===== src/tmc_pkg.sv =====
// Package for the 16-bit timer control slice: offsets, fields, modes, timing
package tmc_pkg;
    // Register byte offsets on the AHB-Lite bus (one aligned word each)
    localparam logic [7:0] OFF_CTRL_A = 8'h00;
    localparam logic [7:0] OFF_CTRL_B = 8'h04;
    localparam logic [7:0] OFF_FORCE = 8'h08;
    localparam logic [7:0] OFF_CNT_L = 8'h0C;
    localparam logic [7:0] OFF_CNT_H = 8'h10;
    localparam logic [7:0] OFF_CMPA_L = 8'h14;
    localparam logic [7:0] OFF_CMPA_H = 8'h18;
    localparam logic [7:0] OFF_CMPB_L = 8'h1C;
    localparam logic [7:0] OFF_CMPB_H = 8'h20;
    localparam logic [7:0] OFF_CAP_L = 8'h24;
    localparam logic [7:0] OFF_CAP_H = 8'h28;
    localparam logic [7:0] OFF_FLAGS = 8'h2C;
    // Control A fields
    localparam int CA_ACT_A_LSB = 6;
    localparam int CA_ACT_B_LSB = 4;
    localparam int CA_WGM_LSB = 0;
    // Control B fields
    localparam int CB_FILT = 7;
    localparam int CB_EDGE = 6;
    localparam int CB_WGM_LSB = 3;
    localparam int CB_CS_LSB = 0;
    localparam logic [7:0] CB_WMASK = 8'hDF;
    // Force strobe bits
    localparam int FC_A = 7;
    localparam int FC_B = 6;
    // Flag bits
    localparam int FL_CAP = 5;
    localparam int FL_CMPB = 2;
    localparam int FL_CMPA = 1;
    localparam int FL_OVF = 0;
    localparam logic [7:0] CTRL_RESET = 8'h00;
    localparam logic [15:0] VAL_RESET = 16'h0000;
    // Fixed TOP values
    localparam logic [15:0] TOP_MAX = 16'hFFFF;
    localparam logic [15:0] TOP_8 = 16'h00FF;
    localparam logic [15:0] TOP_9 = 16'h01FF;
    localparam logic [15:0] TOP_10 = 16'h03FF;
    localparam logic [15:0] BOTTOM = 16'h0000;
    // Prescale divisors
    localparam int DIV_8 = 8;
    localparam int DIV_64 = 64;
    localparam int DIV_256 = 256;
    localparam int DIV_1024 = 1024;
    localparam int FILT_SAMPLES = 4;
    // Clock source codes
    localparam logic [2:0] CS_STOP = 3'h0;
    localparam logic [2:0] CS_D1 = 3'h1;
    localparam logic [2:0] CS_D8 = 3'h2;
    localparam logic [2:0] CS_D64 = 3'h3;
    localparam logic [2:0] CS_D256 = 3'h4;
    localparam logic [2:0] CS_D1024 = 3'h5;
    localparam logic [2:0] CS_EXT_FALL = 3'h6;
    localparam logic [2:0] CS_EXT_RISE = 3'h7;
    // Waveform mode codes
    localparam logic [3:0] WM_NORMAL = 4'h0;
    localparam logic [3:0] WM_PC8 = 4'h1;
    localparam logic [3:0] WM_PC9 = 4'h2;
    localparam logic [3:0] WM_PC10 = 4'h3;
    localparam logic [3:0] WM_CTC_A = 4'h4;
    localparam logic [3:0] WM_FAST8 = 4'h5;
    localparam logic [3:0] WM_FAST9 = 4'h6;
    localparam logic [3:0] WM_FAST10 = 4'h7;
    localparam logic [3:0] WM_PFC_CAP = 4'h8;
    localparam logic [3:0] WM_PFC_A = 4'h9;
    localparam logic [3:0] WM_PC_CAP = 4'hA;
    localparam logic [3:0] WM_PC_A = 4'hB;
    localparam logic [3:0] WM_CTC_CAP = 4'hC;
    localparam logic [3:0] WM_RSVD = 4'hD;
    localparam logic [3:0] WM_FAST_CAP = 4'hE;
    localparam logic [3:0] WM_FAST_A = 4'hF;
    // Compare output actions, non-PWM
    localparam logic [1:0] ACT_OFF = 2'h0;
    localparam logic [1:0] ACT_TOGGLE = 2'h1;
    localparam logic [1:0] ACT_CLEAR = 2'h2;
    localparam logic [1:0] ACT_SET = 2'h3;
    // AHB constants
    localparam logic [1:0] HTRANS_NONSEQ = 2'h2;
    localparam logic [1:0] HTRANS_SEQ = 2'h3;
    localparam logic [31:0] RD_ZERO = 32'h0000_0000;
endpackage


===== src/tmc_timer.sv =====
// Top of the 16-bit timer control slice with its AHB-Lite register slave
//
// The implementer's own choices: the AHB-Lite slave port and the placing of the registers.
`timescale 1ns/1ps
// Notes on behaviour
// - Mode is four bits: two low in control A, two high in control B.
// - Sixteen mode codes; fast, phase correct variants; code 13 reserved.
// - Normal TOP 0xFFFF; clear-on-match TOP compare A or capture; immediate.
// - Phase correct 8/9/10 bit fixed TOP; buffers load at TOP; overflow at BOTTOM.
// - Phase-frequency correct TOP capture or A; buffers and overflow at BOTTOM.
// - Noise filter changes capture input after four equal samples.
// - Edge select zero means falling edge, one means rising edge.
// - Capture event copies counter into capture register and sets capture flag.
// - Capture-as-TOP modes disconnect the capture pin.
// - Clock select: stop, divide by 1, 8, 64, 256, 1024.
// - Codes 6 and 7 count falling and rising edges of count pin.
// - Count pin edges count even when pin is an output.
// - Force strobes act only in non-PWM modes, per output action bits.
// - Forced strobe raises no flag and never clears the counter.
// - Force bits are strobes and read back zero.
// - Counter reads and writes through a shared high-byte latch, atomically.
// - Counter write blocks compare match on the following timer clock.
// - Compare registers continuously compared; match drives flag and output.
// - Compare writes pass the shared latch; both bytes update together.
// - Compare flag sets the timer clock after equality; force does not.
module tmc_timer
    import tmc_pkg::*;
(
    input wire logic clk, // 40 MHz I/O clock
    input wire logic rst_n, // Asynchronous reset, active low
    input wire logic hsel, // Slave select
    input wire logic [7:0] haddr, // Byte address
    input wire logic [1:0] htrans, // Transfer type
    input wire logic hwrite, // Write when high
    input wire logic [2:0] hsize, // Transfer size
    input wire logic [31:0] hwdata, // Write data
    input wire logic hready, // Bus ready
    output logic [31:0] hrdata, // Read data
    output logic hreadyout, // Slave ready
    output logic hresp, // Always OKAY
    input wire logic capture_input_pin, // Capture pin, asynchronous
    input wire logic external_count_pin, // Count pin, asynchronous
    output logic compare_out_a, // Waveform A
    output logic compare_out_b, // Waveform B
    output logic compare_out_a_en, // A drives its pin
    output logic compare_out_b_en, // B drives its pin
    output logic [3:0] flags // Capture, compare B, compare A, overflow
);
    typedef struct packed {
        logic [7:0] ctrl_a;
        logic [7:0] ctrl_b;
        logic [15:0] cnt;
        logic [15:0] cmpa;
        logic [15:0] cmpb;
        logic [15:0] cmpa_buf;
        logic [15:0] cmpb_buf;
        logic [15:0] cap;
        logic [7:0] temp;
        logic cap_f;
        logic cmpa_f;
        logic cmpb_f;
        logic ovf_f;
        logic down;
        logic block;
        logic [9:0] pre;
        logic [1:0] cap_sync;
        logic [1:0] ext_sync;
        logic cap_last;
        logic ext_last;
        logic [2:0] filt_cnt;
        logic cap_filt;
        logic wf_a;
        logic wf_b;
        logic en_a;
        logic en_b;
        logic ph_write;
        logic ph_sel;
        logic [7:0] ph_addr;
        logic [31:0] rdata;
    } tmc_state_s;

    tmc_state_s s;
    tmc_state_s next_s;

    function automatic logic [15:0] top_of(input logic [3:0] m, input logic [15:0] a,
        input logic [15:0] c);
        unique case (m)
            WM_PC8, WM_FAST8: top_of = TOP_8;
            WM_PC9, WM_FAST9: top_of = TOP_9;
            WM_PC10, WM_FAST10: top_of = TOP_10;
            WM_CTC_A, WM_PFC_A, WM_PC_A, WM_FAST_A: top_of = a;
            WM_CTC_CAP, WM_PFC_CAP, WM_PC_CAP, WM_FAST_CAP: top_of = c;
            default: top_of = TOP_MAX;
        endcase
    endfunction

    function automatic logic is_nonpwm(input logic [3:0] m);
        is_nonpwm = (m == WM_NORMAL) || (m == WM_CTC_A) || (m == WM_CTC_CAP);
    endfunction

    function automatic logic apply_act(input logic [1:0] act, input logic cur);
        unique case (act)
            ACT_TOGGLE: apply_act = ~cur;
            ACT_CLEAR: apply_act = 1'b0;
            ACT_SET: apply_act = 1'b1;
            default: apply_act = cur;
        endcase
    endfunction

    logic [3:0] mode;
    logic [15:0] top;
    logic [2:0] cs;
    logic tick;
    logic wr_ph;
    logic [7:0] wb;
    logic match_a;
    logic match_b;
    logic at_top;
    logic at_bot;
    logic cap_edge;
    logic cap_in;
    logic fast;
    logic dual;
    logic [1:0] act_a;
    logic [1:0] act_b;

    always_comb
    begin
        mode = {s.ctrl_b[CB_WGM_LSB +: 2], s.ctrl_a[CA_WGM_LSB +: 2]};
        top = top_of(mode, s.cmpa, s.cap);
        cs = s.ctrl_b[CB_CS_LSB +: 3];
        act_a = s.ctrl_a[CA_ACT_A_LSB +: 2];
        act_b = s.ctrl_a[CA_ACT_B_LSB +: 2];
        fast = (mode == WM_FAST8) || (mode == WM_FAST9) || (mode == WM_FAST10)
            || (mode == WM_FAST_CAP) || (mode == WM_FAST_A);
        dual = !is_nonpwm(mode) && !fast && (mode != WM_RSVD);
        wb = hwdata[7:0];
        wr_ph = s.ph_sel && s.ph_write;
        unique case (cs)
            CS_STOP: tick = 1'b0;
            CS_D1: tick = 1'b1;
            CS_D8: tick = (s.pre[2:0] == 3'(DIV_8 - 1));
            CS_D64: tick = (s.pre[5:0] == 6'(DIV_64 - 1));
            CS_D256: tick = (s.pre[7:0] == 8'(DIV_256 - 1));
            CS_D1024: tick = (s.pre == 10'(DIV_1024 - 1));
            CS_EXT_FALL: tick = s.ext_last && !s.ext_sync[1];
            CS_EXT_RISE: tick = !s.ext_last && s.ext_sync[1];
        endcase
        cap_in = s.ctrl_b[CB_FILT] ? s.cap_filt : s.cap_sync[1];
        cap_edge = s.ctrl_b[CB_EDGE] ? (cap_in && !s.cap_last)
            : (!cap_in && s.cap_last);
        at_top = (s.cnt == top);
        at_bot = (s.cnt == BOTTOM);
        match_a = tick && !s.block && (s.cnt == s.cmpa) && (mode != WM_RSVD);
        match_b = tick && !s.block && (s.cnt == s.cmpb) && (mode != WM_RSVD);

        next_s = s;
        next_s.pre = (cs == CS_STOP) ? 10'h000 : s.pre + 10'h001;
        next_s.cap_sync = {s.cap_sync[0], capture_input_pin};
        next_s.ext_sync = {s.ext_sync[0], external_count_pin};
        next_s.ext_last = s.ext_sync[1];
        next_s.cap_last = cap_in;
        // Filter: four equal samples that differ from the output flip it
        if (s.cap_sync[1] == s.cap_filt)
            next_s.filt_cnt = 3'h0;
        else if (s.filt_cnt == 3'(FILT_SAMPLES - 1))
        begin
            next_s.filt_cnt = 3'h0;
            next_s.cap_filt = s.cap_sync[1];
        end
        else
            next_s.filt_cnt = s.filt_cnt + 3'h1;

        // Flag clears go first so that a set in the same cycle wins
        if (wr_ph && s.ph_addr == OFF_FLAGS)
        begin
            if (wb[FL_CAP])
                next_s.cap_f = 1'b0;
            if (wb[FL_CMPA])
                next_s.cmpa_f = 1'b0;
            if (wb[FL_CMPB])
                next_s.cmpb_f = 1'b0;
            if (wb[FL_OVF])
                next_s.ovf_f = 1'b0;
        end
        if (tick)
        begin
            next_s.block = 1'b0;
            if (dual)
            begin
                if (at_top && !s.down)
                    next_s.down = 1'b1;
                else if (at_bot && s.down)
                    next_s.down = 1'b0;
                next_s.cnt = (s.down && !at_bot) || (at_top && !s.down)
                    ? s.cnt - 16'h0001 : s.cnt + 16'h0001;
            end
            else if (mode == WM_RSVD || mode == WM_NORMAL)
                next_s.cnt = s.cnt + 16'h0001;
            else
                next_s.cnt = at_top ? BOTTOM : s.cnt + 16'h0001;
            // Overflow point per mode
            if (is_nonpwm(mode) || mode == WM_RSVD)
            begin
                if (s.cnt == TOP_MAX)
                    next_s.ovf_f = 1'b1;
            end
            else if (fast)
            begin
                if (at_top)
                    next_s.ovf_f = 1'b1;
            end
            else if (at_bot && s.down)
                next_s.ovf_f = 1'b1;
            // Buffered compare update point
            if ((fast && at_top) || (dual && at_top && !s.down
                && mode != WM_PFC_CAP && mode != WM_PFC_A))
            begin
                next_s.cmpa = s.cmpa_buf;
                next_s.cmpb = s.cmpb_buf;
            end
            if ((mode == WM_PFC_CAP || mode == WM_PFC_A) && at_bot)
            begin
                next_s.cmpa = s.cmpa_buf;
                next_s.cmpb = s.cmpb_buf;
            end
            if ((mode == WM_CTC_CAP || mode == WM_FAST_CAP || mode == WM_PFC_CAP
                || mode == WM_PC_CAP) && at_top)
                next_s.cap_f = 1'b1;
        end
        if (match_a)
            next_s.cmpa_f = 1'b1;
        if (match_b)
            next_s.cmpb_f = 1'b1;
        // Waveform: non-PWM actions, fast set/clear at TOP, dual by direction
        if (match_a)
            next_s.wf_a = dual && act_a[1] ? act_a[0] ^ s.down
                : apply_act(act_a, s.wf_a);
        else if (fast && tick && at_top && act_a[1])
            next_s.wf_a = ~act_a[0];
        if (match_b)
            next_s.wf_b = dual && act_b[1] ? act_b[0] ^ s.down
                : apply_act(act_b, s.wf_b);
        else if (fast && tick && at_top && act_b[1])
            next_s.wf_b = ~act_b[0];
        next_s.en_a = (act_a != ACT_OFF) && (mode != WM_RSVD);
        next_s.en_b = (act_b[1] || (is_nonpwm(mode) && act_b != ACT_OFF)) && (mode != WM_RSVD);
        // Capture, disconnected when capture register is TOP
        if (cap_edge && top_of(mode, 16'h0000, 16'hFFFF) != TOP_MAX
            || cap_edge && mode == WM_NORMAL || cap_edge && mode == WM_RSVD
            || cap_edge && (top_of(mode, 16'hFFFF, 16'h0000) == TOP_MAX)
            && !(mode == WM_CTC_CAP || mode == WM_PFC_CAP || mode == WM_PC_CAP
            || mode == WM_FAST_CAP))
        begin
            if (!(mode == WM_CTC_CAP || mode == WM_PFC_CAP || mode == WM_PC_CAP
                || mode == WM_FAST_CAP))
            begin
                next_s.cap = s.cnt;
                next_s.cap_f = 1'b1;
            end
        end

        // Bus data phase: register writes land here; flag clears were taken above
        next_s.ph_sel = hready && hsel && (htrans == HTRANS_NONSEQ || htrans == HTRANS_SEQ);
        next_s.ph_write = hwrite;
        next_s.ph_addr = haddr;
        if (wr_ph)
        begin
            unique case (s.ph_addr)
                OFF_CTRL_A: next_s.ctrl_a = wb & 8'hF3;
                OFF_CTRL_B: next_s.ctrl_b = wb & CB_WMASK;
                OFF_FORCE:
                begin
                    if (is_nonpwm(mode) && wb[FC_A])
                        next_s.wf_a = apply_act(act_a, s.wf_a);
                    if (is_nonpwm(mode) && wb[FC_B])
                        next_s.wf_b = apply_act(act_b, s.wf_b);
                end
                OFF_CNT_H, OFF_CMPA_H, OFF_CMPB_H: next_s.temp = wb;
                OFF_CNT_L:
                begin
                    next_s.cnt = {s.temp, wb};
                    next_s.block = 1'b1;
                end
                OFF_CMPA_L:
                begin
                    next_s.cmpa_buf = {s.temp, wb};
                    if (is_nonpwm(mode) || mode == WM_RSVD)
                        next_s.cmpa = {s.temp, wb};
                end
                OFF_CMPB_L:
                begin
                    next_s.cmpb_buf = {s.temp, wb};
                    if (is_nonpwm(mode) || mode == WM_RSVD)
                        next_s.cmpb = {s.temp, wb};
                end
                default: ;
            endcase
        end
        // Read data for the next data phase; counter or capture low byte read fills the latch
        next_s.rdata = RD_ZERO;
        if (next_s.ph_sel && !hwrite)
        begin
            unique case (haddr)
                OFF_CTRL_A: next_s.rdata = {24'h0, s.ctrl_a};
                OFF_CTRL_B: next_s.rdata = {24'h0, s.ctrl_b};
                OFF_FORCE: next_s.rdata = RD_ZERO;
                OFF_CNT_L:
                begin
                    next_s.rdata = {24'h0, s.cnt[7:0]};
                    next_s.temp = s.cnt[15:8];
                end
                OFF_CAP_L:
                begin
                    next_s.rdata = {24'h0, s.cap[7:0]};
                    next_s.temp = s.cap[15:8];
                end
                OFF_CNT_H, OFF_CAP_H: next_s.rdata = {24'h0, s.temp};
                OFF_CMPA_L: next_s.rdata = {24'h0, s.cmpa_buf[7:0]};
                OFF_CMPA_H: next_s.rdata = {24'h0, s.cmpa_buf[15:8]};
                OFF_CMPB_L: next_s.rdata = {24'h0, s.cmpb_buf[7:0]};
                OFF_CMPB_H: next_s.rdata = {24'h0, s.cmpb_buf[15:8]};
                OFF_FLAGS: next_s.rdata = {26'h0, s.cap_f, 2'h0, s.cmpb_f, s.cmpa_f, s.ovf_f};
                default: next_s.rdata = RD_ZERO;
            endcase
        end
    end

    always_ff @(posedge clk or negedge rst_n)
    begin
        if (!rst_n)
            s <= '0;
        else
            s <= next_s;
    end

    always_ff @(posedge clk or negedge rst_n)
    begin
        if (!rst_n)
        begin
            hrdata <= RD_ZERO;
            compare_out_a <= 1'b0;
            compare_out_b <= 1'b0;
            compare_out_a_en <= 1'b0;
            compare_out_b_en <= 1'b0;
            flags <= 4'h0;
            hreadyout <= 1'b0;
            hresp <= 1'b0;
        end
        else
        begin
            hrdata <= next_s.rdata;
            compare_out_a <= next_s.wf_a;
            compare_out_b <= next_s.wf_b;
            compare_out_a_en <= next_s.en_a;
            compare_out_b_en <= next_s.en_b;
            flags <= {next_s.cap_f, next_s.cmpb_f, next_s.cmpa_f, next_s.ovf_f};
            hreadyout <= 1'b1;
            hresp <= 1'b0;
        end
    end

    cnt_block_a: assert property (@(posedge clk) disable iff (!rst_n)
        (wr_ph && s.ph_addr == OFF_CNT_L) |=> !match_a)
        else $error("match not blocked after counter write");
    force_flag_a: assert property (@(posedge clk) disable iff (!rst_n)
        (wr_ph && s.ph_addr == OFF_FORCE && !match_a && !s.cmpa_f) |=> !s.cmpa_f)
        else $error("force strobe set a flag");
    match_flag_a: assert property (@(posedge clk) disable iff (!rst_n)
        match_a |=> s.cmpa_f)
        else $error("compare flag missed");
    cap_copy_a: assert property (@(posedge clk) disable iff (!rst_n)
        (cap_edge && mode == WM_NORMAL) |=> (s.cap == $past(s.cnt) && s.cap_f))
        else $error("capture not taken");
    cap_off_a: assert property (@(posedge clk) disable iff (!rst_n)
        (mode == WM_CTC_CAP && !tick && !wr_ph) |=> $stable(s.cap))
        else $error("capture active while capture is TOP");
    stop_hold_a: assert property (@(posedge clk) disable iff (!rst_n)
        (cs == CS_STOP && !wr_ph && $past(cs) == CS_STOP) |=> $stable(s.cnt))
        else $error("counter moved while stopped");
    rsvd_out_a: assert property (@(posedge clk) disable iff (!rst_n)
        (mode == WM_RSVD) |=> !compare_out_a_en)
        else $error("output driven in reserved mode");
    force_zero_a: assert property (@(posedge clk) disable iff (!rst_n)
        (s.ph_sel && !s.ph_write && s.ph_addr == OFF_FORCE) |-> hrdata == RD_ZERO)
        else $error("force bits read nonzero");
    ctrl_res_a: assert property (@(posedge clk) disable iff (!rst_n)
        !s.ctrl_b[5])
        else $error("reserved bit stored");
    cov_capture: cover property (@(posedge clk) disable iff (!rst_n) cap_edge && s.cap_f);
    cov_match: cover property (@(posedge clk) disable iff (!rst_n) match_a);
    cov_ovf: cover property (@(posedge clk) disable iff (!rst_n) dual && s.ovf_f);
endmodule


===== config.mk =====
export PLATFORM = sky130hd
export DESIGN_NAME = tmc_timer
export DESIGN_NICKNAME = d
export VERILOG_FILES = /design/src/tmc_pkg.sv /design/src/tmc_timer.sv
export SDC_FILE = /design/constraint.sdc
export NUM_CORES = 1
export LEC_CHECK = 0
export BUFFER_PORTS_ARGS = -buffer_cell sky130_fd_sc_hd__buf_2
export CORE_UTILIZATION = 50
export CTS_BUF_LIST = sky130_fd_sc_hd__clkbuf_8
export DETAILED_ROUTE_END_ITERATION = 10
export HOLD_SLACK_MARGIN = 0.05
export PLACE_DENSITY = 0.72
export SETUP_SLACK_MARGIN = 0.05
export SLEW_MARGIN = 30
export SYNTH_ARGS = -nofsm -noshare
export SYNTH_HDL_FRONTEND = slang
export SYNTH_SLANG_ARGS = --single-unit

===== constraint.sdc =====
create_clock -name clk -period 8.8 [get_ports clk]
set_clock_uncertainty 0.1 [all_clocks]
set_input_delay 0.88 -clock clk [delete_from_list [all_inputs] [get_ports clk]]
set_output_delay 0.88 -clock clk [all_outputs]
set_load 0.01 [all_outputs]

======== After elaboration in Yosys (flattened, before gate mapping) ========
Memories as Yosys holds them, arrays and structs flattened.
Index checks and enable logic that the tools add are counted.
storage, ports and cells
  input port bits ......................... 52
  RAM bits ................................ 0
  flip-flop bits (word level) ............. 194
  memory bits (read-only) ................. 512
  bits in latches ......................... 0
  memories ................................ 2
cells by class
  muxes and demuxes ....................... 62
  reduce and logical (&&, ||, !) cells .... 97
  $lt $le $gt $ge ......................... 0
  shifts and indexed selects .............. 0
  add/subtract/negate cells ............... 4
  bitwise logic cells ..................... 8
  $mul .................................... 0
  div/mod/pow operators ................... 0
  eq/ne operators ......................... 64
memories
  name             depth  width  rd ports  clocked after Yosys merged registers in  write ports  line             RTL
  (no name shown)  16     16     1         0                                        0            tmc_timer.sv:87  unique case (m)
  (no name shown)  16     16     1         0                                        0            tmc_timer.sv:87
operators with widths
  kind                                                                  number
  16-bit 2-to-1 mux                                                     11
  80-bit 2-to-1 mux                                                     1
  16-bit one-hot mux with 5 select lines                                1
  8-bit one-hot mux with 10 select lines                                1
  8-bit by 5-bit == test with 1-bit output, second input constant       8
  32-bit 2-to-1 mux                                                     2
  16-bit == test                                                        3
  8-bit by 6-bit == test with 1-bit output, second input constant       6
  48-bit 2-to-1 mux                                                     1
  1-bit logical AND                                                     42
  16-bit == test, second input constant                                 2
  4-bit == test, second input constant                                  8
  8-bit 2-to-1 mux                                                      4
  1-bit 2-to-1 mux                                                      30
  8-bit by 4-bit == test with 1-bit output, second input constant       3
  1-bit logical OR                                                      22
  16-bit by 1-bit adder with 16-bit output, second input constant       1
  4-bit by 3-bit == test with 1-bit output, second input constant       4
  8-bit by 3-bit == test with 1-bit output, second input constant       2
  16-bit zero test                                                      1
  8-bit zero test                                                       2
  16-bit != test, second input constant                                 1
  8-bit one-hot mux with 2 select lines                                 1
  16-bit by 1-bit subtractor with 16-bit output, second input constant  1
  31 further kinds                                                      77

======== Logic depth before layout (Yosys ltp) ========
Gate-level depths: netlist (run 1).
  depth in word-level cells ............... 19
  gate-level depth with buffers ........... 17

======== Worst setup path before layout (run 1) ========
Ideal clock, no wire load.
  kind .................................... register -> register
  start point ............................. register s (netlist bit mode[0])
  end point ............................... register s[173] (netlist name)
  setup time .............................. 126 ps
  cell stages (with the launch flop) ...... 13
  data arrival time ....................... 2986 ps
  path slack .............................. 5588 ps
  cells stage by stage .................... dfrtp_1 inv_1 ha_1 or2_2 o2bb2ai_4 a21oi_2 and3_1 nor4b_2 and4b_2 a31oi_4 nor4_1 o31ai_1 a221o_1
RTL lines
  element                 line              RTL
  from (decl)             tmc_timer.sv:82   tmc_state_s s;
  from (signal assigned)  tmc_timer.sv:334  s <= next_s;

==> results of run 1 <==
[cell families after synthesis]
kind of cell             count (synthesis)
XOR/XNOR                                54
adder cells (fa/ha/maj)                 10
multiplexers                            98
buffers and inverters                  119
flip-flops                             166
AND/OR/NAND/NOR                        370
other                                    2
AO/OA/AOI/OAI                          253
[flip-flops by register name (all words and copies together) (netlist names)]
register / count
act_a: 2
act_b: 2
compare_out_a: 1
compare_out_a_en: 1
compare_out_b: 1
compare_out_b_en: 1
cs: 3
flags: 4
hrdata: 8
hreadyout: 1
mode: 4
next_s: 3
s: 135
[power by group through the flow]
stage / Sequential (W) / Combinational (W) / Clock, W
after floorplan: 0.000815 / 0.0000968 / 0
after global placement: 0.000839 / 0.000122 / 0
after detailed placement: 0.000840 / 0.000125 / 0
after CTS: 0.000825 / 0.000126 / 0.000584
after global routing: 0.000829 / 0.000141 / 0.000613
final: 0.000827 / 0.000127 / 0.000577
[worst max path at each step]
| stage | to | slack [ns] | cells past startpoint | startpoint |
|---|---|---|---|---|
| 6_report | s[172]$_DFF_PN0_ | 4.56 | 12 | mode[0]$_DFFE_PN0P_ |
| 3_5_place_dp | s[172]$_DFF_PN0_ | 4.28 | 12 | mode[0]$_DFFE_PN0P_ |
| 2_1_floorplan | s[173]$_DFF_PN0_ | 5.59 | 12 | mode[0]$_DFFE_PN0P_ |
| 4_1_cts | s[172]$_DFF_PN0_ | 4.29 | 12 | mode[0]$_DFFE_PN0P_ |
| 5_1_grt | s[175]$_DFF_PN0_ | 4.30 | 12 | mode[0]$_DFFE_PN0P_ |
| 3_3_place_gp | s[172]$_DFF_PN0_ | 4.36 | 12 | mode[0]$_DFFE_PN0P_ |
[metrics by stage]
stage / power (W) / util (%) / instances
after global routing: 0.00158 / 54.8 / 1344
after global placement: 0.000961 / 52.5 / 1312
after floorplan: 0.000911 / - / 1096
after CTS: 0.00153 / 54.7 / 1344
final: 0.00153 / 54.8 / 1344
after detailed placement: 0.000965 / 52.5 / 1312
[metal layers]
metal  vias up  share of wire (%)  global-route usage (%)
met3        92                 11                    7.22
met2       507                 44                    45.8
met5         -                  0                       0
li1       3849                  -                       -
met1      4230                 39                    41.2
met4         0                5.1                    16.0
[worst max-delay path, stage by stage, from the launching register on]
cell	delay, ns
dfrtp_1	0.43
inv_1	0.14
ha_2	0.54
o21a_4	0.34
a32oi_1	0.11
and2_2	0.25
xnor2_1	0.14
o311ai_2	0.51
nand3_2	0.17
o21ai_2	0.54
a2111oi_0	0.25
or2_1	0.26
a221o_1	0.33
[Yosys cell counts, types with 5 or more instances]
cell type  instances
or3_1              9
buf_4             36
nor2b_1           10
nand2b_1          11
nor2_1            86
o31ai_1            8
nor4_1            19
xnor2_1           14
xor2_1            40
buf_1              6
a221oi_1          15
nand3b_1           5
a21boi_0           7
o21ai_0           38
or4_1              5
a221o_1            6
and2_1            16
o211ai_1          13
a22oi_1           17
inv_1             17
a21oi_1           47
a31oi_1           11
a32oi_1            7
o21ai_1           12
ha_1              10
nand3_1           30
nor3_1            32
clkbuf_1          44
o22ai_1           12
buf_2             12
a222oi_1           5
nand2_1           88
a211oi_1           8
a22o_1            11
a32o_1             6
mux2_2            52
mux2i_1           46
a21o_1             7
and3_1            12
dfrtp_1          166
nand4_1           10
[layout make-up]
type | instances | area, µm²
Clock buffer | 17 | 234
Clock inverter | 15 | 185
Fill cell | 1792 | 8890
Inverter | 17 | 63.8
Multi-Input combinational cell | 811 | 5490
Sequential cell | 166 | 4150
Tap cell | 265 | 332
Timing Repair Buffer | 53 | 307
==> impl_metrics.env, run 1 <==
export IMPL_synth_fa_ha_area_share_pct=1.24
export IMPL_numCtsBuffers=17
export IMPL_power_frac_comb_pct=8.3
export IMPL_grt_usage_pct=30.6
export IMPL_max_clock_freq_ghz=0.236
export IMPL_clk_latency_ns=0.48
export IMPL_num_io_pins=94
export IMPL_worstSetupPathType="reg -> reg"
export IMPL_post_route_min_period_ns=4.24
export IMPL_synth_top_family_by_area="simple AND/OR/NAND/NOR gates"
export IMPL_hold_buffers=0
export IMPL_grt_max_degree=103
export IMPL_leakage_nw=4.79
export IMPL_final_common_cell="dfrtp_1"
export IMPL_layout_nets=1128
export IMPL_drive_above_1_share_pct=16.2
export IMPL_drv_cap=0
export IMPL_fin_tns_setup_ns=0
export IMPL_min_path_type="reg -> reg"
export IMPL_worstPathMaxFanout=26
export IMPL_ir_drop_mv=0.113
export IMPL_clockRootBuffer="clkbuf_8"
export IMPL_placed_cell_area_um2=10300
export IMPL_yosys_area_share_simple_pct=18.8
export IMPL_gr_total_overflow=0
export IMPL_hold_slack_ns=0.261
export IMPL_ys_flop_type="dfrtp_1"
export IMPL_synth_edf_count=0
export IMPL_place_hpwl_mm=21.0
export IMPL_clkSlewWorstSetupHoldPaths_ns=0.10
export IMPL_syn_area_per_cell_um2=9.45
export IMPL_start_util_pct=51.5
export IMPL_routed_wl_mm=30.3
export IMPL_hold_depth=0
export IMPL_min_period_over_period_pct=48.2
export IMPL_syn_to_final_growth_pct=6.28
export IMPL_drtPass1Iterations=7
export IMPL_drc=0
export IMPL_p_per_area_nw_per_um2=142
export IMPL_status="completed"
export IMPL_place_gp_congestion=0.978
export IMPL_yosysWarnings=0
export IMPL_die_h_um=144
export IMPL_row_count=51
export IMPL_min_delay_start="next_s[53]$_DFF_PN0_"
export IMPL_synth_area_um2=10100
export IMPL_dieArea_um2=20800
export IMPL_synth_cell_type_count=80
export IMPL_setup_ws_ns=4.56
export IMPL_min_to="next_s[50]$_DFF_PN0_"
export IMPL_drtIter0Drc=1083
export IMPL_yosys_area_share_xor_xnor_pct=4.67
export IMPL_vias_per_cell=6.46
export IMPL_port_buffers=40
export IMPL_pre_cts_slack_ns=4.28
export IMPL_p_seq_share_pct=54.0
export IMPL_cts_sinks=166
export IMPL_num_antenna_cells=0
export IMPL_synth_area_leader_cell="dfrtp_1"
export IMPL_grt_pass1_wl_mm=46.8
export IMPL_final_cell_mix="dfrtp_1 (166), nand2_1 (87), nor2_1 (85), mux2_2 (52), a21oi_1 (47)"
export IMPL_reg2reg_to="s[172]$_DFF_PN0_"
export IMPL_synth_area_leaders="dfrtp_1 (41%), mux2_2 (5.8%), mux2i_1 (4.5%)"
export IMPL_ff2ff_path_depth=12
export IMPL_power_switching_w=0.000459
export IMPL_grt_pass1_vias=8051
export IMPL_rr_startpoint="mode[0]$_DFFE_PN0P_"
export IMPL_power_share_switching_pct=29.9
export IMPL_async_flop_share_pct=100
export IMPL_maxSlewViolCount=0
export IMPL_synth_top_area_share_pct=41.0
export IMPL_seq_area_frac_synth_pct=41.0
export IMPL_rrSetupSlack_ns=4.56
export IMPL_coreArea_um2=19700
export IMPL_cts_tree="yes"
export IMPL_cts_repair_resized=0
export IMPL_tightest_slew_ns=1.09
export IMPL_synth_seq_cells=166
export IMPL_final_hold_viol_count=0
export IMPL_maxSlewHeadroom_pct=27.5
export IMPL_cts_max_path_buffers=2
export IMPL_synth_compound_area_share_pct=17.7
export IMPL_final_setup_viol_count=0
export IMPL_synthCells=1072
export IMPL_cts_htree_levels=4
export IMPL_die_w_um=144
export IMPL_rsz0062_at_grt="false"
export IMPL_p_clk_share_pct=37.7
export IMPL_arrival_ns=4.50
export IMPL_route_vias_total=8678
export IMPL_cp_required_ns=9.06
export IMPL_wl_per_cell_um=22.6
export IMPL_synth_area_mux_share_pct=10.3
export IMPL_fin_area_um2=10800
export IMPL_end_kind="flop"
export IMPL_startpoint_type="flop"
export IMPL_p_int_w=0.00107
export IMPL_ant_nets=0
export IMPL_post_cts_buffers=0
export IMPL_antenna_found_initial=1
(Power assumes the default switching activity.)
==> inputs of run 2 (changes only) <==
--- a/config.mk
+++ b/config.mk
@@ -5,12 +5,13 @@
 export SDC_FILE = /design/constraint.sdc
 export NUM_CORES = 1
 export LEC_CHECK = 0
+export ABC_AREA = 1
 export BUFFER_PORTS_ARGS = -buffer_cell sky130_fd_sc_hd__buf_2
 export CORE_UTILIZATION = 50
 export CTS_BUF_LIST = sky130_fd_sc_hd__clkbuf_8
 export DETAILED_ROUTE_END_ITERATION = 10
 export HOLD_SLACK_MARGIN = 0.05
-export PLACE_DENSITY = 0.72
+export PLACE_DENSITY = 0.75
 export SETUP_SLACK_MARGIN = 0.05
 export SLEW_MARGIN = 30
 export SYNTH_ARGS = -nofsm -noshare
==> constraint.sdc (replaced) <==
create_clock -name clk -period 3.7 [get_ports clk]
set_clock_uncertainty 0.1 [all_clocks]
set_input_delay 0.37 -clock clk [delete_from_list [all_inputs] [get_ports clk]]
set_output_delay 0.37 -clock clk [all_outputs]
set_load 0.01 [all_outputs]
==> run 2 against run 1 <==
Design area rose by 4.6%. Synthesized cell count up 35%. Worst setup slack got worse by 4.2 ns. Critical path depth grew 6.
==> impl_metrics.env, run 2 <==
export IMPL_status="completed"
export IMPL_drive_above_1_share_pct=8.87
export IMPL_num_io_pins=94
export IMPL_max_clock_freq_ghz=0.300
export IMPL_tightest_slew_ns=0.956
export IMPL_clk_latency_ns=0.48
export IMPL_synth_edf_count=0
export IMPL_rrSetupSlack_ns=0.37
export IMPL_final_cell_mix="nand2_1 (396), inv_1 (178), dfrtp_1 (166), nand3_1 (135), nor2_1 (114)"
export IMPL_final_common_cell="nand2_1"
export IMPL_slowest_stage="dfrtp_1"
export IMPL_synth_common_cells="nand2_1 (396), inv_1 (178), dfrtp_1 (166)"
export IMPL_regMostFlops="s"
export IMPL_vias_per_cell=5.76
export IMPL_synth_seq_cells=166
export IMPL_startpoint_type="flop"
export IMPL_drc=0
export IMPL_crit_chain="inv_1 -> ha_1 -> inv_2 -> a21oi_4 -> nor2_2 -> nand2_4 -> nand3_1 -> nand2_1 -> nand2_1 -> nor2_1 -> nand3_2 -> nor2_2 -> nand3_2 -> nand3_2 -> buf_4 -> nand3_1 -> nand3_1 -> nand2_1"
export IMPL_ir_drop_mv=0.229
export IMPL_route_vias_total=10200
export IMPL_path_buf_inv=3
export IMPL_drtIter0Drc=1491
export IMPL_clockRootBuffer="clkbuf_8"
export IMPL_dieArea_um2=21200
export IMPL_drtPass1Iterations=6
export IMPL_place_gp_congestion=0.972
export IMPL_endpoint="s[155]$_DFF_PN0_"
export IMPL_cts_htree_levels=4
export IMPL_cts_sinks=166
export IMPL_maxSlewHeadroom_pct=36.1
export IMPL_fillers=1903
export IMPL_slowest_delay_ns=0.44
export IMPL_numCtsBuffers=17
export IMPL_drv_cap=0
export IMPL_die_h_um=146
export IMPL_arrival_ns=3.59
export IMPL_ys_flop_type="dfrtp_1"
export IMPL_place_hpwl_mm=24.6
export IMPL_final_util_pct=55.6
export IMPL_yosysMostFrequentCell="nand2_1"
export IMPL_cts_max_path_buffers=2
export IMPL_cts_tree="yes"
export IMPL_synth_top_area_share_pct=40.2
export IMPL_start_util_pct=51.1
export IMPL_yosysWarnings=0
export IMPL_multi_input_area_um2=5070
export IMPL_clkSlewWorstSetupHoldPaths_ns=0.10
export IMPL_fin_cells=1769
export IMPL_synth_cell_type_count=52
export IMPL_rr_startpoint="mode[0]$_DFFE_PN0P_"
export IMPL_final_hold_viol_count=0
export IMPL_die_w_um=146
export IMPL_final_setup_viol_count=0
export IMPL_reg2reg_to="s[155]$_DFF_PN0_"
export IMPL_async_flop_share_pct=100
export IMPL_startpoint="mode[0]$_DFFE_PN0P_"
export IMPL_worstPathMaxFanout=32
export IMPL_row_count=52
export IMPL_grt_pass1_vias=9243
export IMPL_grt_pass1_wl_mm=52.2
export IMPL_maxSlewViolCount=0
export IMPL_layout_nets=1549
export IMPL_dp_cells=1724
export IMPL_grt_usage_pct=32.4
export IMPL_critPathTopFamily="simple AND/OR/NAND/NOR gates"
export IMPL_synth_area_leaders="dfrtp_1 (40%), nand2_1 (14%), nand3_1 (6.5%)"
export IMPL_p_per_area_nw_per_um2=410
export IMPL_rsz0062_at_grt="false"
export IMPL_ant_nets=0
export IMPL_antenna_found_initial=0
export IMPL_syn_area_per_cell_um2=7.16
export IMPL_gr_total_overflow=0
export IMPL_wl_per_cell_um=19.1
export IMPL_worst_path_stages=18
export IMPL_port_buffers=40
export IMPL_worstSetupPathType="reg -> reg"
export IMPL_ff2ff_path_depth=18
export IMPL_fin_tns_setup_ns=0
export IMPL_min_period_over_period_pct=90.0
export IMPL_syn_to_final_growth_pct=8.92
export IMPL_num_antenna_cells=0
export IMPL_synthCells=1444
export IMPL_synth_area_leader_cell="dfrtp_1"
export IMPL_end_kind="flop"
export IMPL_cp_required_ns=3.96
export IMPL_largest_register_ffs=135
export IMPL_min_path_type="in -> reg"
export IMPL_grt_max_degree=85
export IMPL_seq_area_frac_synth_pct=40.2
export IMPL_seq_area_um2=4150
export IMPL_coreArea_um2=20200
export IMPL_top_regs="s: 135 flops, hrdata: 8 flops"
export IMPL_routed_wl_mm=33.7
export IMPL_leakage_nw=5.68
export IMPL_synth_area_um2=10300
export IMPL_post_route_min_period_ns=3.33
## run 2: changes by cell type in the layout (fill, tap and decap cells not counted), moves of 29 or more
cell     delta
inv_1     +161
nor2_1     +29
nand3_1   +105
o21ai_0    +62
nand2_1   +309
mux2_2     -52
mux2i_1    -46
## run 2: kinds of logic (layout without fill, tap and decap cells)
group,after synthesis,count (layout),share of synthesized area [%]
other cells,2,26,0.0727
compound gates,201,201,11.2
simple gates,750,750,31.8
xor+xnor,44,44,3.73
fa+ha+maj,10,10,1.21
buf+inv,271,302,11.7
flops,166,166,40.2
## run 2: tightest hold or removal path, cell delays in order
cell	delay, ns
buf_2	0.15
nand2_1	0.07
nand2_1	0.04
## run 2: power breakdown
group          internal (W)  leakage, nW  switching (W)  total [W]
Clock              0.000638        0.202       0.000757    0.00140
Combinational      0.000346         3.51       0.000776    0.00112
Sequential          0.00193         1.97       0.000169    0.00210
Total               0.00291         5.68        0.00170    0.00462
## run 2: stage by stage
stage | hold WS (ns) | instance area (µm²) | total power [W] | setup slack [ns]
6_report | 0.0897 | 11300 | 0.00462 | 0.371
5_1_grt | 0.101 | 11300 | 0.00480 | 0.104
4_1_cts | 0.0766 | 11300 | 0.00458 | 0.437
3_5_place_dp | 0.241 | 10700 | 0.00320 | 0.494
3_3_place_gp | 0.232 | 10700 | 0.00318 | 0.576
2_1_floorplan | -0.0256 | 10400 | 0.00281 | 1.06
## run 2: how the worst min path moves through the flow
stage	slack [ns]	cells past startpoint	end	from
2_1_floorplan	-0.03	0	act_a[0]$_DFFE_PN0P_	rst_n
3_3_place_gp	0.23	0	s[55]$_DFF_PN0_	next_s[55]$_DFF_PN0_
3_5_place_dp	0.24	0	next_s[50]$_DFF_PN0_	next_s[53]$_DFF_PN0_
4_1_cts	0.08	3	s[128]$_DFF_PN0_	hwdata[0]
5_1_grt	0.10	3	s[128]$_DFF_PN0_	hwdata[0]
6_report	0.09	3	s[128]$_DFF_PN0_	hwdata[0]
## run 2: layout make-up
type | count | share of cell area, %
inverter | 189 | 6.33
clock inverter | 13 | 1.43
multi-input combinational | 1031 | 45.1
clock buffer | 18 | 2.20
tap | 270 | 3.00
timing repair buffer | 82 | 5.06
sequential | 166 | 36.9
## run 2: layer usage
metal / up-vias / routed length (µm) / GRT usage, % / share of wire (%)
li1: 4708 / - / - / -
met1: 4701 / 13400 / 44.5 / 40
met2: 658 / 14200 / 46.4 / 42
met3: 122 / 3880 / 7.05 / 12
met4: 0 / 2220 / 20.1 / 6.6
met5: - / 0 / 0 / 0
## run 2: repair_timing
item | in CTS | in global routing
resized for setup | 0 | 0
setup buffers | 0 | 0
endpoints found under the hold margin | 93 | 0
hold buffers | 14 | 0
==> inputs of run 3 (changes only) <==
--- a/config.mk
+++ b/config.mk
@@ -11,7 +11,7 @@
 export CTS_BUF_LIST = sky130_fd_sc_hd__clkbuf_8
 export DETAILED_ROUTE_END_ITERATION = 10
 export HOLD_SLACK_MARGIN = 0.05
-export PLACE_DENSITY = 0.75
+export PLACE_DENSITY = 0.72
 export SETUP_SLACK_MARGIN = 0.05
 export SLEW_MARGIN = 30
 export SYNTH_ARGS = -nofsm -noshare
==> constraint.sdc (replaced) <==
create_clock -name clk -period 3.6 [get_ports clk]
set_clock_uncertainty 0.1 [all_clocks]
set_input_delay 0.36 -clock clk [delete_from_list [all_inputs] [get_ports clk]]
set_output_delay 0.36 -clock clk [all_outputs]
set_load 0.01 [all_outputs]
==> run 3 against run 2 <==
Largest power group unchanged. Design area up 0.22%. Core utilization up 0.12 points. Total power up 2.5%. Fmax up 1.4%. First-iteration DRC count down 5.0%. Global-route usage up 0.30 points. Clock power about the same. Flip-flop and latch count unchanged. Critical path depth down 4. Cell count up 0.40%. Register-to-register slack worse by 0.06 ns.
==> impl_metrics.env, run 3 (synthesis results as in run 2) <==
export IMPL_arrival_ns=3.60
export IMPL_syn_to_final_growth_pct=9.17
export IMPL_dieArea_um2=21200
export IMPL_die_h_um=146
export IMPL_worstPathMaxFanout=32
export IMPL_final_common_cell="nand2_1"
export IMPL_ir_drop_mv=0.225
export IMPL_clk_latency_ns=0.47
export IMPL_status="completed"
export IMPL_maxSlewHeadroom_pct=39.9
export IMPL_cts_tree="yes"
export IMPL_die_w_um=146
export IMPL_post_route_min_period_ns=3.28
export IMPL_max_clock_freq_ghz=0.305
export IMPL_crit_chain="inv_4 -> nor2_1 -> nor2_1 -> inv_1 -> nand2_1 -> nor2_2 -> inv_2 -> nor2_1 -> nand4_2 -> nand3_2 -> nand2_4 -> nand2_1 -> nand3_1 -> nand2_1"
export IMPL_slowest_delay_ns=0.73
export IMPL_clockRootBuffer="clkbuf_8"
export IMPL_cts_htree_levels=4
export IMPL_port_buffers=40
export IMPL_routed_wl_mm=33.8
export IMPL_vias_per_cell=5.71
export IMPL_drc=0
export IMPL_final_setup_viol_count=0
export IMPL_ant_nets=0
export IMPL_fin_tns_setup_ns=0
export IMPL_grt_usage_pct=32.7
export IMPL_tightest_slew_ns=0.901
export IMPL_grt_max_degree=90
export IMPL_rsz0062_at_grt="false"
export IMPL_grt_pass1_vias=9267
export IMPL_coreArea_um2=20200
export IMPL_antenna_found_initial=0
export IMPL_leakage_nw=5.70
export IMPL_post_cts_buffers=0
export IMPL_cts_sinks=166
export IMPL_largest_register_ffs=135
export IMPL_wl_per_cell_um=19.1
export IMPL_drtIter0Drc=1417
export IMPL_cp_required_ns=3.91
export IMPL_maxSlewViolCount=0
export IMPL_drive_above_1_share_pct=9.23
export IMPL_clkSlewWorstSetupHoldPaths_ns=0.10
export IMPL_top_regs="s: 135 flops, hrdata: 8 flops"
export IMPL_cts_max_path_buffers=2
export IMPL_slowest_stage="dfrtp_1"
export IMPL_multi_input_area_um2=5070
export IMPL_num_io_pins=94
export IMPL_min_period_over_period_pct=91.2
export IMPL_route_vias_total=10100
export IMPL_grt_pass1_wl_mm=52.4
export IMPL_final_hold_viol_count=0
export IMPL_fillers=1876
export IMPL_min_path_type="in -> reg"
export IMPL_num_antenna_cells=0
export IMPL_p_per_area_nw_per_um2=419
export IMPL_end_kind="flop"
export IMPL_drv_cap=0
export IMPL_final_cell_mix="nand2_1 (396), inv_1 (179), dfrtp_1 (166), nand3_1 (135), nor2_1 (114)"
export IMPL_finalPower_w=0.00473
export IMPL_startpoint_type="flop"
export IMPL_place_gp_congestion=1.04
export IMPL_seq_area_um2=4150
export IMPL_start_util_pct=51.1
export IMPL_drtPass1Iterations=7
export IMPL_gr_total_overflow=0
export IMPL_row_count=52
export IMPL_place_hpwl_mm=24.9
export IMPL_worstSetupPathType="reg -> reg"
export IMPL_regMostFlops="s"
export IMPL_numCtsBuffers=17
export IMPL_layout_nets=1555
==> run 3: final cells by class <==
cell class              instances  share of cell area (%)
flip-flops and latches        166                    36.8
clock buffers                  17                    2.07
clock inverters                15                    1.49
multi-input cells            1031                    45.0
inverters                     189                    6.31
well taps                     270                    2.99
repair buffers                 88                    5.33
==> run 3: routing by layer <==
metal	global-route usage (%)	part of all wire [%]	vias up
met5	0	0	-
met4	19.1	5.4	0
met3	6.83	11	107
met2	47.5	43	591
met1	45.0	41	4706
li1	-	-	4738
==> run 3: path summary, 6_finish.rpt <==
path	cells past startpoint	end	startpoint	slack [ns]
max reg2reg	14	s[148]$_DFF_PN0_	mode[3]$_DFFE_PN0P_	0.32
max	14	s[148]$_DFF_PN0_	mode[3]$_DFFE_PN0P_	0.32
min in group asynchronous	2	s[169]$_DFF_PN0_	rst_n	0.39
max in group asynchronous	3	s[72]$_DFF_PN0_	rst_n	2.10
min reg2reg	0	next_s[50]$_DFF_PN0_	next_s[53]$_DFF_PN0_	0.26
min	3	s[128]$_DFF_PN0_	hwdata[0]	0.1
==> run 3: critical path, delay by kind of cell, from the launching register on <==
kind	cells	cell delay [ns]
buf+inv	3	0.48
flops	1	0.73
simple gates	11	1.92
==> run 3: what timing repair did <==
action | 4_1_cts | 5_1_grt
endpoints found under the hold margin | 97 | 0
hold buffers | 14 | 0
gates resized for setup | 0 | 0
==> run 3: through the flow <==
stage	cells	cell area (µm²)	hold WS (ns)	utilization (%)	setup slack, ns
after floorplan	1468	10400	-0.0356	-	0.964
after global placement	1730	10700	0.234	53.0	0.501
after detailed placement	1730	10700	0.235	53.1	0.432
after CTS	1776	11300	0.0671	55.8	0.393
after global routing	1776	11300	0.102	55.8	0.0581
final	1776	11300	0.0951	55.8	0.316
==> run 3: power breakdown <==
part	internal (W)	switching [W]	total (W)
Sequential	0.00198	0.000185	0.00217
Clock	0.000578	0.000811	0.00139
Combinational	0.000369	0.000803	0.00117
Total	0.00293	0.00180	0.00473
